==> config.mk <==
export PLATFORM = sky130hd
export DESIGN_NAME = dso_status_out
export DESIGN_NICKNAME = d
export VERILOG_FILES = /design/src/verilog/dso_pkg.sv /design/src/verilog/dso_status_out.sv /design/src/verilog/dso_ain_check.sv
export SDC_FILE = /design/constraint.sdc
export NUM_CORES = 1
export LEC_CHECK = 0
export BUFFER_PORTS_ARGS = -buffer_cell sky130_fd_sc_hd__buf_2
export CAP_MARGIN = 20
export CELL_PAD_IN_SITES_DETAIL_PLACEMENT = 0
export CELL_PAD_IN_SITES_GLOBAL_PLACEMENT = 1
export CORE_MARGIN = 8
export CORE_UTILIZATION = 38
export CTS_CLUSTER_DIAMETER = 30
export CTS_CLUSTER_SIZE = 25
export DETAILED_ROUTE_END_ITERATION = 6
export PLACE_DENSITY_LB_ADDON = 0.25
export SLEW_MARGIN = 40
export SYNTH_ARGS = -nofsm -noshare
export SYNTH_HDL_FRONTEND = slang
export SYNTH_HIERARCHICAL = 1
export SYNTH_SLANG_ARGS = --single-unit
==> constraint.sdc <==
create_clock -name clk_in -period 2.9 [get_ports clk_in]
set_input_delay 0.145 -clock clk_in [delete_from_list [all_inputs] [get_ports clk_in]]
set_output_delay 0.145 -clock clk_in [all_outputs]
set_load 0.01 [all_outputs]
==> src/verilog/dso_pkg.sv <==
// Package of constants, codes and carrier types for the drive status output logic
package dso_pkg;

	// Percent-scaled analog, limit and setpoint values
	localparam int              PCT_W         = 8;
	localparam logic [7:0]      LOSS_DISABLE  = 8'hff;   // Threshold setting that turns loss detection off
	localparam int              CUR_W         = 16;      // Output and releasing current width
	localparam int              TMO_W         = 16;      // Timeout limit in milliseconds
	localparam logic [15:0]     TMO_OFF       = 16'h0000; // Limit value that disables link monitoring

	// Programmable output terminals and option codes
	localparam int              CODE_W        = 6;
	localparam int              N_TERM        = 6;       // Five intelligent outputs plus the relay
	localparam logic [5:0]      OPT_BRAKE_REL = 6'h13;   // 19
	localparam logic [5:0]      OPT_BRAKE_ERR = 6'h14;   // 20
	localparam logic [5:0]      OPT_VOLT_LOSS = 6'h1b;   // 27
	localparam logic [5:0]      OPT_CURR_LOSS = 6'h1c;   // 28
	localparam logic [5:0]      OPT_AUX_LOSS  = 6'h1d;   // 29
	localparam logic [5:0]      OPT_BOOST     = 6'h1f;   // 31
	localparam logic [5:0]      OPT_LINK_TMO  = 6'h20;   // 32

	// Timing
	localparam int              CLK_PERIOD_NS = 4;
	localparam int              MS_NS         = 1000000;
	localparam int              MS_CYCLES     = MS_NS / CLK_PERIOD_NS;

	// Action on link timeout
	typedef enum logic [2:0] {
		ACT_TRIP       = 3'h0,
		ACT_DECEL_TRIP = 3'h1,
		ACT_IGNORE     = 3'h2,
		ACT_COAST      = 3'h3,
		ACT_DECEL_STOP = 3'h4
	} dso_comm_act_t;

	// Boost stage states
	typedef enum logic [1:0] {
		BOOST_IDLE = 2'b01,
		BOOST_ON   = 2'b10
	} dso_boost_st_t;

	// Link watchdog states
	typedef enum logic [1:0] {
		LINK_OK   = 2'b01,
		LINK_LOST = 2'b10
	} dso_link_st_t;

	// One analog channel: measured value and its loss threshold
	typedef struct packed {
		logic [7:0] value;
		logic [7:0] threshold;
	} dso_ain_t;

	// Result for one analog channel
	typedef struct packed {
		logic       loss;
		logic [7:0] used;
	} dso_ain_res_t;

	// Status conditions that may be routed to terminals
	typedef struct packed {
		logic brake_release;
		logic brake_fault;
		logic volt_loss;
		logic current_loss;
		logic aux_loss;
		logic boost;
		logic link_timeout;
	} dso_status_t;

	localparam dso_status_t STATUS_RST = 7'h00;

endpackage : dso_pkg

==> src/verilog/dso_status_out.sv <==
// Drive status output logic: brake, analog loss, second-stage boost and link timeout
//
// Overview of operation
// - Brake release output high only while commanding the external brake open.
// - Brake release output low whenever the motor is not being driven.
// - Brake error high when brake control is on, the brake is commanded open and output current is below the releasing current.
// - Brake error low when brake control is off or current is adequate.
// - Each of three analog inputs raises its own loss flag below its threshold.
// - Thresholds take 0 to 100 percent; setting 255 disables that input's detection.
// - While an input is lost, the threshold value replaces the measured value.
// - Analog loss requests a decelerate-to-stop in addition to the loss flag.
// - While running, boost output turns on when process variable is below lower limit.
// - Boost output turns off once process variable rises above upper limit.
// - Both limits are in percent, same units as the setpoint.
// - Removing the run command forces the boost output off.
// - Boost output is only a stage switch, never a process alarm.
// - Link-timeout output rises when the master is silent longer than the limit.
// - Link-timeout output stays high until valid binary-framed traffic returns or binary framing is switched off.
// - Link monitoring applies to the binary framing only, not the text variant.
// - A selectable action is carried out when the link times out.
`timescale 1ns/1ps
module dso_status_out
	import dso_pkg::*;
#(
	parameter int MS_CYCLES_P = MS_CYCLES,
	parameter int NT          = N_TERM
) (
	// Clock and reset
	input  wire logic                      clk_in,
	input  wire logic                      resetn_in,
	// Drive state
	input  wire logic                      forward_run_cmd_in,
	input  wire logic                      motor_driving_in,
	// Brake control
	input  wire logic                      brake_enable_in,
	input  wire logic                      brake_open_req_in,
	input  wire logic [CUR_W-1:0]          output_current_in,
	input  wire logic [CUR_W-1:0]          brake_release_current_in,
	// Analog references, percent
	input  wire logic [PCT_W-1:0]          volt_ref_input_in,
	input  wire logic [PCT_W-1:0]          current_ref_input_in,
	input  wire logic [PCT_W-1:0]          aux_ref_input_in,
	input  wire logic [PCT_W-1:0]          volt_loss_threshold_in,
	input  wire logic [PCT_W-1:0]          current_loss_threshold_in,
	input  wire logic [PCT_W-1:0]          aux_loss_threshold_in,
	// Process variable and boost limits, percent
	input  wire logic [PCT_W-1:0]          pv_in,
	input  wire logic [PCT_W-1:0]          pv_upper_limit_in,
	input  wire logic [PCT_W-1:0]          pv_lower_limit_in,
	// Serial link monitor
	input  wire logic                      rtu_mode_in,
	input  wire logic                      frame_valid_in,
	input  wire logic [TMO_W-1:0]          comm_timeout_limit_in,
	input  wire logic [2:0]                comm_error_action_in,
	// Terminal routing
	input  wire logic [NT-1:0][CODE_W-1:0] term_sel_in,
	input  wire logic [NT-1:0]             term_other_in,
	// Status outputs
	output logic                           brake_release_out,
	output logic                           brake_fault_out,
	output logic                           volt_input_loss_flag_out,
	output logic                           current_input_loss_flag_out,
	output logic                           aux_input_loss_flag_out,
	output logic                           second_stage_boost_out,
	output logic                           link_timeout_out,
	// Substituted references
	output logic [PCT_W-1:0]               volt_ref_used_out,
	output logic [PCT_W-1:0]               current_ref_used_out,
	output logic [PCT_W-1:0]               aux_ref_used_out,
	// Stop and trip requests
	output logic                           decel_stop_req_out,
	output logic                           comm_trip_out,
	output logic                           coast_stop_req_out,
	// Terminals
	output logic [NT-1:0]                  term_out
);

	localparam int MSC_W = $clog2(MS_CYCLES_P + 1);
	localparam logic [MSC_W-1:0] MS_LAST = MSC_W'(MS_CYCLES_P - 1);

	// Pick the routed status bit, or pass the terminal's other source through
	function automatic logic route_term(input logic [CODE_W-1:0] code, input dso_status_t st,
		input logic other);
		logic r;
		r = other;
		unique case (code)
			OPT_BRAKE_REL: r = st.brake_release;
			OPT_BRAKE_ERR: r = st.brake_fault;
			OPT_VOLT_LOSS: r = st.volt_loss;
			OPT_CURR_LOSS: r = st.current_loss;
			OPT_AUX_LOSS:  r = st.aux_loss;
			OPT_BOOST:     r = st.boost;
			OPT_LINK_TMO:  r = st.link_timeout;
			default:       r = other;
		endcase
		return r;
	endfunction : route_term

	// Reset release through two flops
	logic rst_meta_r;
	logic rst_sync_r;
	logic rstn;

	always_ff @(posedge clk_in or negedge resetn_in) begin
		if (!resetn_in) begin
			rst_meta_r <= 1'b0;
			rst_sync_r <= 1'b0;
		end else begin
			rst_meta_r <= 1'b1;
			rst_sync_r <= rst_meta_r;
		end
	end
	assign rstn = rst_sync_r;

	// Run command pin: three flops, accepted once stages two and three agree
	logic [2:0] run_sync_r;
	logic [2:0] run_sync_nxt;
	logic       run_r;
	logic       run_nxt;

	always_comb begin
		run_sync_nxt = {run_sync_r[1:0], forward_run_cmd_in};
		run_nxt      = (run_sync_r[1] == run_sync_r[2]) ? run_sync_r[2] : run_r;
	end

	always_ff @(posedge clk_in or negedge rstn) begin
		if (!rstn) begin
			run_sync_r <= 3'h0;
			run_r      <= 1'b0;
		end else begin
			run_sync_r <= run_sync_nxt;
			run_r      <= run_nxt;
		end
	end

	// Analog channels
	dso_ain_t     ain [3];
	dso_ain_res_t ares [3];

	assign ain[0] = '{value: volt_ref_input_in,    threshold: volt_loss_threshold_in};
	assign ain[1] = '{value: current_ref_input_in, threshold: current_loss_threshold_in};
	assign ain[2] = '{value: aux_ref_input_in,     threshold: aux_loss_threshold_in};

	for (genvar g = 0; g < 3; g++) begin : g_ain
		dso_ain_check u_chk (
			.ain_in  (ain[g]),
			.res_out (ares[g])
		);
	end

	// Boost stage with hysteresis between the two limits; a stage switch only, no alarm latch
	dso_boost_st_t boost_st_r;
	dso_boost_st_t boost_st_nxt;

	always_comb begin
		boost_st_nxt = boost_st_r;
		unique case (boost_st_r)
			BOOST_IDLE: begin
				if (run_r && (pv_in < pv_lower_limit_in)) begin
					boost_st_nxt = BOOST_ON;
				end
			end
			BOOST_ON: begin
				if (!run_r) begin
					boost_st_nxt = BOOST_IDLE;
				end else if (pv_in > pv_upper_limit_in) begin
					boost_st_nxt = BOOST_IDLE;
				end
			end
			default: boost_st_nxt = BOOST_IDLE;
		endcase
		// Otherwise state holds between the limits
	end

	always_ff @(posedge clk_in or negedge rstn) begin
		if (!rstn) begin
			boost_st_r <= BOOST_IDLE;
		end else begin
			boost_st_r <= boost_st_nxt;
		end
	end

	// Link watchdog: millisecond prescaler and silence counter
	dso_link_st_t     link_st_r;
	dso_link_st_t     link_st_nxt;
	logic [MSC_W-1:0] ms_div_r;
	logic [MSC_W-1:0] ms_div_nxt;
	logic [TMO_W-1:0] ms_cnt_r;
	logic [TMO_W-1:0] ms_cnt_nxt;
	logic             frame_ok;
	logic             tmo_set;

	// Text framing never feeds the watchdog
	assign frame_ok = rtu_mode_in && frame_valid_in;
	// Strictly longer than the limit; a frame this cycle proves the master is alive
	assign tmo_set  = rtu_mode_in && (comm_timeout_limit_in != TMO_OFF) && !frame_ok
		&& (ms_cnt_r > comm_timeout_limit_in);

	always_comb begin
		ms_div_nxt  = ms_div_r;
		ms_cnt_nxt  = ms_cnt_r;
		link_st_nxt = link_st_r;
		if (!rtu_mode_in || frame_ok) begin
			ms_div_nxt = '0;
			ms_cnt_nxt = '0;
		end else if (ms_div_r == MS_LAST) begin
			ms_div_nxt = '0;
			if (ms_cnt_r != '1) begin
				ms_cnt_nxt = ms_cnt_r + TMO_W'(1);
			end
		end else begin
			ms_div_nxt = ms_div_r + MSC_W'(1);
		end
		unique case (link_st_r)
			LINK_OK: begin
				if (tmo_set) begin
					link_st_nxt = LINK_LOST;
				end
			end
			LINK_LOST: begin
				// Stale count would hold the flag forever, so a frame masks it
				if (!tmo_set && (frame_ok || !rtu_mode_in)) begin
					link_st_nxt = LINK_OK;
				end
			end
			default: link_st_nxt = LINK_OK;
		endcase
	end

	always_ff @(posedge clk_in or negedge rstn) begin
		if (!rstn) begin
			link_st_r <= LINK_OK;
			ms_div_r  <= '0;
			ms_cnt_r  <= '0;
		end else begin
			link_st_r <= link_st_nxt;
			ms_div_r  <= ms_div_nxt;
			ms_cnt_r  <= ms_cnt_nxt;
		end
	end

	// Status conditions
	dso_status_t st;
	logic        lost;
	logic        act_trip;
	logic        act_decel;
	logic        act_coast;

	always_comb begin
		st               = STATUS_RST;
		// Brake opens only while driving and the sequencer asks; a dead drive keeps it shut
		st.brake_release = brake_enable_in && motor_driving_in && brake_open_req_in;
		st.brake_fault   = brake_enable_in && brake_open_req_in
			&& (output_current_in < brake_release_current_in);
		st.volt_loss     = ares[0].loss;
		st.current_loss  = ares[1].loss;
		st.aux_loss      = ares[2].loss;
		st.boost         = (boost_st_r == BOOST_ON);
		st.link_timeout  = (link_st_r == LINK_LOST);
	end

	// Timeout action decode
	always_comb begin
		lost      = st.link_timeout;
		act_trip  = 1'b0;
		act_decel = 1'b0;
		act_coast = 1'b0;
		unique case (comm_error_action_in)
			ACT_TRIP:       act_trip  = lost;
			ACT_DECEL_TRIP: begin
				act_decel = lost;
				act_trip  = lost;
			end
			ACT_COAST:      act_coast = lost;
			ACT_DECEL_STOP: act_decel = lost;
			default:        act_trip  = 1'b0;
		endcase
	end

	// Output registers: every port comes from a flop
	logic [PCT_W-1:0] used_nxt [3];
	logic [NT-1:0]    term_nxt;
	logic             decel_nxt;

	always_comb begin
		for (int i = 0; i < 3; i++) begin
			used_nxt[i] = ares[i].used;
		end
		for (int i = 0; i < NT; i++) begin
			term_nxt[i] = route_term(term_sel_in[i], st, term_other_in[i]);
		end
		decel_nxt = ares[0].loss || ares[1].loss || ares[2].loss || act_decel;
	end

	always_ff @(posedge clk_in or negedge rstn) begin
		if (!rstn) begin
			brake_release_out           <= 1'b0;
			brake_fault_out             <= 1'b0;
			volt_input_loss_flag_out    <= 1'b0;
			current_input_loss_flag_out <= 1'b0;
			aux_input_loss_flag_out     <= 1'b0;
			second_stage_boost_out      <= 1'b0;
			link_timeout_out            <= 1'b0;
			volt_ref_used_out           <= '0;
			current_ref_used_out        <= '0;
			aux_ref_used_out            <= '0;
			decel_stop_req_out          <= 1'b0;
			comm_trip_out               <= 1'b0;
			coast_stop_req_out          <= 1'b0;
			term_out                    <= '0;
		end else begin
			brake_release_out           <= st.brake_release;
			brake_fault_out             <= st.brake_fault;
			volt_input_loss_flag_out    <= st.volt_loss;
			current_input_loss_flag_out <= st.current_loss;
			aux_input_loss_flag_out     <= st.aux_loss;
			second_stage_boost_out      <= st.boost;
			link_timeout_out            <= st.link_timeout;
			volt_ref_used_out           <= used_nxt[0];
			current_ref_used_out        <= used_nxt[1];
			aux_ref_used_out            <= used_nxt[2];
			decel_stop_req_out          <= decel_nxt;
			comm_trip_out               <= act_trip;
			coast_stop_req_out          <= act_coast;
			term_out                    <= term_nxt;
		end
	end

endmodule : dso_status_out

==> src/verilog/dso_ain_check.sv <==
// Loss detection and threshold substitution for one analog reference input
`timescale 1ns/1ps
module dso_ain_check
	import dso_pkg::*;
(
	// Channel in
	input  wire dso_ain_t     ain_in,
	// Result out
	output dso_ain_res_t      res_out
);

	logic enabled;

	// Threshold of 255 switches the check off; values reach at most 100 percent
	assign enabled      = (ain_in.threshold != LOSS_DISABLE);
	assign res_out.loss = enabled && (ain_in.value < ain_in.threshold);
	// Lost input is replaced by the threshold so the reference never sags further
	assign res_out.used = res_out.loss ? ain_in.threshold : ain_in.value;

endmodule : dso_ain_check

==> impl_metrics.csv, run 1 <==
group,metric,value,unit
critical_path,worstRegToRegCells,6,
route,drtPass1Iterations,4,
cts,clock_path_buffers,2,
critical_path,r2r_setup_slack,0.74,ns
floorplan,die_y,143,um
placed_design,placed_area,7450,um2
cts,cts_tree,"done",
floorplan,die_x,143,um
timing,hold_violations,0,
floorplan,io_pins,213,
cts,clk_latency,0.34,ns
timing,fin_skew,0.00692,ns
route,wl,18100,um
yosys,ys_seq_area_frac,0.345,
critical_path,r2r_start,"ms_cnt_r[0]",
pwr,powerDensity,389,nW/um2
timing,finalSetupViolCount,0,
floorplan,dieArea,20400,um2
timing,post-route-min-period,2.16,ns
route,final_antenna_net_count,0,
critical_path,end_kind,"register",
critical_path,worst-path-buf-inv,0,
cts,cts_root_buf,"clkbuf_16",
critical_path,worst_ep_arrival_time,2.42,ns
placed_design,io_buffer_count,212,
yosys,synth_edf_count,0,
min_path,hold_start,"comm_error_action_in[0]",
timing,slew_viol_final,0,
critical_path,slowest_delay,0.52,ns
critical_path,cp-start-kind,"register",
min_path,hold_path_class,"input port to register",
floorplan,core_area,15800,um2
global_route,overflow,0,
timing,rsz0062_at_grt,"no",
final_layout,final_nets,1123,
timing,tns,0,ns
yosys,ys_types,67,
critical_path,crit_chain,"ha_1 > nand3_1 > or4_4 > or2_0 > nand4_1 > mux2i_1",
route,routed_via_density,5.20,
floorplan,row_count,46,
final_layout,finalInstanceArea,7770,um2
timing,relSlewSlack,0.479,
floorplan,start_util,0.387,
yosys,ys_ff_latch,84,
yosys,synth_async_sr_flop_share,1.00,
critical_path,r2r_end,"ms_cnt_r[15]",
job,drv_cap,0,
critical_path,critPathSlowestCell,"or4_4",
global_route,grt_pass1_wl,29600,um
cts,cts.repair.resized,0,
final_layout,drive_gt1_frac,0.312,
cts,cts_sinks,84,
yosys,synthCells,660,
cts,clk_pin_slew_worst_paths,0.06,ns
critical_path,cp_max_fo,9,
pwr,p_leak,3.96,nW
cts,htree_levels,3,
yosys,syn-num-nets,902,
yosys,synth_area_per_cell,9.25,um2
route,drt_iter0_drc,294,
route,route.vias.total,5748,
yosys,netlist_area,6100,um2
cts,postCtsHoldBufs,5,
timing,post-route-period-util,0.745,
critical_path,critPathRequiredTime,3.16,ns
outcome,outcome,"finished, final reports clean",
pwr,ir_drop,0.000277,V
min_path,holdPathEnd,"coast_stop_req_out",
placed_design,routabilityCongestion,0.848,
timing,tightest_slew,0.781,ns
placed_design,hpwlAfterDp,15000,um
global_route,antenna_found_initial,4,
final_layout,synthToLayoutAreaGrowth,27.4,%
global_route,grt_max_degree,38,
min_path,hold_depth,3,
global_route,grt_pass1_vias,6116,
critical_path,crit_type,"register to register",
yosys,ys_warn_count,6,
route,drc,0,
timing,max_freq,463,MHz
global_route,grt_use_total,0.180,
route,avgRoutedWirePerCell,16.3,um
yosys,synthFlopType,"dfrtp_1",
cts,postCtsSetupBuffers,0,
critical_path,crit_family,"simple AND/OR/NAND/NOR gates",
cts,cts_buffers,9,
[area by class of cell]
class	instances	area, um2
clock buffers	11	243
diodes	3	7.51
multi-input cells	484	3640
clock inverters	5	28.8
flip-flops and latches	84	2110
repair buffers	224	1190
inverters	78	293
well taps	216	270
fillers	1601	8000
[state kept, by name (all words and copies together), names as in the netlist, 3 cells and up]
signal / count
ms_div_r: 18
ms_cnt_r: 16
aux_ref_used_out: 8
current_ref_used_out: 8
volt_ref_used_out: 8
term_out: 6
run_sync_r: 3
[per-layer routing]
metal  vias up  track usage  wire [um]
li1       2854            -          -
met4         4       0.0582        261
met2       149        0.311       8970
met5         -            0         23
met3        23       0.0598       1280
met1      2718        0.204       7520
[metrics by stage]
stage / hold WS, ns / setup WS, ns / total power [mW] / cells / utilization
CTS: 0.0388 / 0.752 / 3.07 / 1102 / 0.493
detailed placement: -0.0676 / 0.661 / 1.97 / 1081 / 0.472
global route: 0.0461 / 0.598 / 3.20 / 1104 / 0.493
floorplan: -0.151 / 0.391 / 1.65 / 660 / -
finish: 0.0520 / 0.739 / 3.03 / 1105 / 0.493
global placement: -0.0693 / 0.704 / 1.94 / 1079 / 0.470
[synthesized netlist by cell type (5+ instances only)]
library cell | number | area, um2
o41ai_1 | 8 | 70.1
or4_1 | 5 | 37.5
dfrtp_1 | 82 | 2050
a31oi_1 | 6 | 37.5
xor2_1 | 10 | 87.6
o211ai_1 | 7 | 52.6
o311ai_1 | 8 | 70.1
nor2b_1 | 10 | 62.6
nand4b_1 | 7 | 61.3
nand4_1 | 24 | 150
nor3_1 | 15 | 75.1
ha_1 | 69 | 863
clkbuf_1 | 5 | 18.8
inv_1 | 78 | 293
a21oi_1 | 23 | 115
nand2_1 | 33 | 124
nand2b_1 | 15 | 93.8
o21ai_1 | 7 | 35.0
xnor2_1 | 7 | 61.3
nor3b_1 | 6 | 45.0
mux2i_1 | 10 | 100
nand3_1 | 44 | 220
and3_1 | 9 | 56.3
nor2_1 | 49 | 184
o21ai_0 | 15 | 75.1
o22ai_1 | 6 | 37.5
mux2_2 | 29 | 327
[report_power, final]
part | internal [mW] | switching, mW | total [mW] | leakage (nW)
Clock | 0.600 | 0.480 | 1.08 | 0.139
Combinational | 0.317 | 0.359 | 0.677 | 2.76
Sequential | 1.24 | 0.0310 | 1.27 | 1.07
Total | 2.16 | 0.870 | 3.03 | 3.96
[logic make-up (layout without fill, tap and decap cells)]
group | Yosys count | after routing | share of synthesized area
and+or+nand+nor | 241 | 241 | 0.216
xor gates and xnor gates | 17 | 17 | 0.0244
adders and majority gates | 70 | 70 | 0.143
AOI/OAI and AO/OA | 116 | 116 | 0.141
DFF | 84 | 84 | 0.345
other | 1 | 4 | 0.000614
muxes | 39 | 39 | 0.0699
buffers and inverters | 92 | 318 | 0.0599
[worst register-to-register path, delay by kind of cell (launching register included)]
family / cells / cell delay [ns]
DFF: 1 / 0.43
adders and majority gates: 1 / 0.25
and+or+nand+nor: 4 / 1.23
muxes: 1 / 0.18
[cell usage in the layout, fill, tap and decap left out, drive strengths merged, types with 4 or more instances in the layout]
master         n
a21o           4
a21oi         23
a31oi          6
and3           9
buf          219
clkbuf        11
clkinv         5
dfrtp         82
dlygate4sd3    5
ha            69
inv           78
mux2          29
mux2i         10
nand2         33
nand2b        15
nand3         44
nand4         25
nand4b         7
nor2          50
nor2b         10
nor3          15
nor3b          6
nor4           4
nor4b          4
o211ai         7
o21ai         22
o21bai         4
o22ai          6
o311ai         8
o41ai          8
or4            6
xnor2          7
xor2          10
[worst max-delay path by stage]
stage	from	endpoint	slack, ns	cells after the start
floorplan	rst_sync_r	aux_input_loss_flag_out	0.39	0
global placement	brake_release_current_in[12]	term_out[1]	0.70	8
detailed placement	brake_release_current_in[12]	term_out[1]	0.66	8
CTS	ms_cnt_r[0]	ms_cnt_r[11]	0.75	6
global route	ms_cnt_r[0]	ms_cnt_r[11]	0.60	6
finish	ms_cnt_r[0]	ms_cnt_r[15]	0.74	6
No activity file was read; power rests on OpenSTA's default activity.
==> run 2, diff against run 1 <==
- ABC_AREA: not set -> 1
- CORE_UTILIZATION: 38 -> 33
- clock period: 2.9 -> 1.8 ns (I/O delays scaled with it)
==> run 2 against run 1 <==
Against the previous run:
- die area increased by 24%
- via count grew 23%
- global-route usage is 1.2 points lower
- area after synthesis rose by 10%
- wire length grew 15%
- worst hold slack worse by 0.049 ns
- critical path depth is 7 higher
- sequential cell count is the same
- largest cell class unchanged
- synthesized cell count is 52% higher
- cell count up 42%
- clock-buffer cell count fell by 2
==> impl_metrics.csv, run 2 <==
group,metric,value,unit
route,wl,20700,um
critical_path,critPathRequiredTime,2.03,ns
floorplan,io_pins,213,
final_layout,reg.largest.list,"ms_div_r (18), ms_cnt_r (16)",
yosys,yosys.area.top_type_share,0.305,
floorplan,dieArea,25200,um2
route,route.vias.total,7059,
timing,rsz0062_at_grt,"no",
floorplan,die_y,159,um
floorplan,core_area,20100,um2
critical_path,worst_ep_arrival_time,1.95,ns
final_layout,regMostFlops,"ms_div_r",
final_layout,layout_commonest_cell,"nand2_1",
critical_path,crit_type,"input port to register",
global_route,antenna_found_initial,4,
yosys,synth_edf_count,0,
cts,cts_buffers,9,
global_route,grt_pass1_vias,7340,
yosys,netlist_area,6730,um2
yosys,yosysMostFrequentCell,"nand2_1",
cts,cts_tree,"done",
route,avgRoutedWirePerCell,13.2,um
route,final_antenna_net_count,0,
placed_design,io_buffer_count,212,
yosys,yosys.area.top_type,"dfrtp_1",
final_layout,instances_no_fill,1574,
final_layout,fillers,2109,
global_route,grt_pass1_wl,34900,um
yosys,ys_top_cells_by_area,"dfrtp_1 (30%), nand2_1 (16%), ha_1 (13%), inv_1 (9.6%), nor2_1 (7.8%)",
placed_design,dp_cells,1513,
critical_path,crit_family,"buffers and inverters",
global_route,overflow,0,
final_layout,final_cell_mix,"nand2_1 (277), buf_2 (209), inv_1 (170), nor2_1 (138), nand3_1 (86)",
timing,hold_violations,0,
yosys,yosys-top-cells-count,"nand2_1 (281), inv_1 (172), nor2_1 (140)",
cts,cts_root_buf,"clkbuf_16",
job,drv_cap,0,
yosys,ys_seq_area_frac,0.313,
critical_path,end_kind,"register",
yosys,synthCells,1002,
route,drc,0,
final_layout,finalInstanceArea,9220,um2
floorplan,row_count,52,
placed_design,routabilityCongestion,0.830,
yosys,synth_async_sr_flop_share,1.00,
yosys,ys_types,42,
global_route,grt_use_total,0.168,
route,drt_iter0_drc,240,
critical_path,cp_max_fo,8,
yosys,synth_area_per_cell,6.72,um2
route,routed_via_density,4.48,
yosys,ys_ff_latch,84,
outcome,outcome,"finished, final reports clean",
timing,slew_viol_final,0,
floorplan,start_util,0.335,
pwr,p_total,5.46,mW
cts,htree_levels,3,
yosys,synthFlopType,"dfrtp_1",
critical_path,slowest_delay,0.58,ns
critical_path,critPathSlowestCell,"dlygate4sd3_1",
yosys,syn-num-nets,1244,
cts,clk_latency,0.35,ns
timing,max_freq,582,MHz
timing,finalSetupViolCount,0,
critical_path,cp-start-kind,"input port",
yosys,ys_warn_count,6,
pwr,ir_drop,0.000454,V
pwr,powerDensity,592,nW/um2
placed_design,hpwlAfterDp,16800,um
timing,tns,0,ns
route,drtPass1Iterations,4,
final_layout,drive_gt1_frac,0.231,
placed_design,placed_area,8390,um2
timing,fin_skew,0.0108,ns
final_layout,final_nets,1540,
cts,cts_sinks,84,
timing,post-route-min-period,1.72,ns
final_layout,largest_reg_flops,18,
global_route,grt_max_degree,30,
critical_path,crit_top_cell,"nand2_1",
critical_path,worst-path-buf-inv,4,
cts,clock_path_buffers,2,
critical_path,crit_chain,"dlygate4sd3_1 > inv_1 > nand2_1 > nand2_1 > nand2_1 > nand2_1 > nand2_1 > nand2_2 > nand2_4 > buf_6 > nand2_1 > nand2_1 > dlygate4sd3_1",
cts,clk_pin_slew_worst_paths,0.07,ns
floorplan,die_x,159,um
timing,post-route-period-util,0.955,
min_path,hold_path_class,"input port to register",
pwr,p_leak,5.16,nW
final_layout,synthToLayoutAreaGrowth,37.1,%
-- run 2: cell type report --
type	count	area, um2	area share
antenna	1	2.50	0.000271
clock buffer	9	225	0.0244
clock inverter	7	100	0.0109
inverter	174	657	0.0712
multi-input combinational	740	3970	0.430
sequential	84	2110	0.229
tap	270	338	0.0366
timing repair buffer	289	1820	0.198
-- run 2: metrics by stage --
| stage | hold slack [ns] | setup slack, ns | util |
|---|---|---|---|
| global route | 0.0165 | 0.000771 | 0.459 |
| detailed placement | -0.123 | -0.0745 | 0.418 |
| global placement | -0.124 | -0.0364 | 0.418 |
| floorplan | -0.206 | 0.101 | - |
| CTS | 0.00148 | 0.0292 | 0.458 |
| finish | 0.00319 | 0.0814 | 0.459 |
-- run 2: worst reg2reg max path, stage by stage (launching register included) --
cell and delay (ns):
dfrtp_1 0.37, ha_2 0.21, nand3_2 0.12, nor3_1 0.15, nand4_1 0.17, nand2_4 0.15, nand2_4 0.09, buf_12 0.15
nand2_1 0.05, o21ai_0 0.07
-- run 2: worst paths after layout --
path	startpoint	end	slack, ns	cells past startpoint
worst max register to register	ms_div_r[0]	ms_cnt_r[1]	0.16	9
worst max-delay path	volt_ref_input_in[0]	volt_ref_used_out[0]	0.08	13
worst min register to register	rst_sync_r	ms_cnt_r[10]	0.28	0
worst min-delay path	aux_loss_threshold_in[7]	aux_ref_used_out[7]	0.003	3
min in group asynchronous	resetn_in	rst_sync_r	0.05	2
max in group asynchronous	rst_sync_r	link_st_r[0]	0.92	1
-- run 2: power by group --
group          switching (mW)  internal, mW
logic                   0.713         0.621
clock network           0.842          1.23
registers              0.0543          2.01
total                    1.61          3.85
-- run 2: cells by family (layout without fill, tap and decap cells) --
family / after synthesis / in the layout / share of synthesized area
and+or+nand+nor: 585 / 585 / 0.374
AOI/OAI and AO/OA: 67 / 67 / 0.0589
adders and majority gates: 70 / 70 / 0.130
xor gates and xnor gates: 17 / 17 / 0.0221
DFF: 84 / 84 / 0.313
other: 1 / 2 / 0.000557
buffers and inverters: 178 / 479 / 0.102
-- run 2: timing repair --
action	4_1_cts	5_1_grt
resized for setup	0	17
setup endpoints to repair	0	41
hold buffers	49	0
buffers inserted	0	3
endpoints found under the hold margin	33	0
-- run 2: per-layer routing --
metal  vias to the layer above  routed length, um  track usage
met5                         -                 30            0
met4                         6                373       0.0485
met3                        25               1410       0.0564
met2                       148              10200        0.299
met1                      3126               8670        0.186
li1                       3754                  -            -
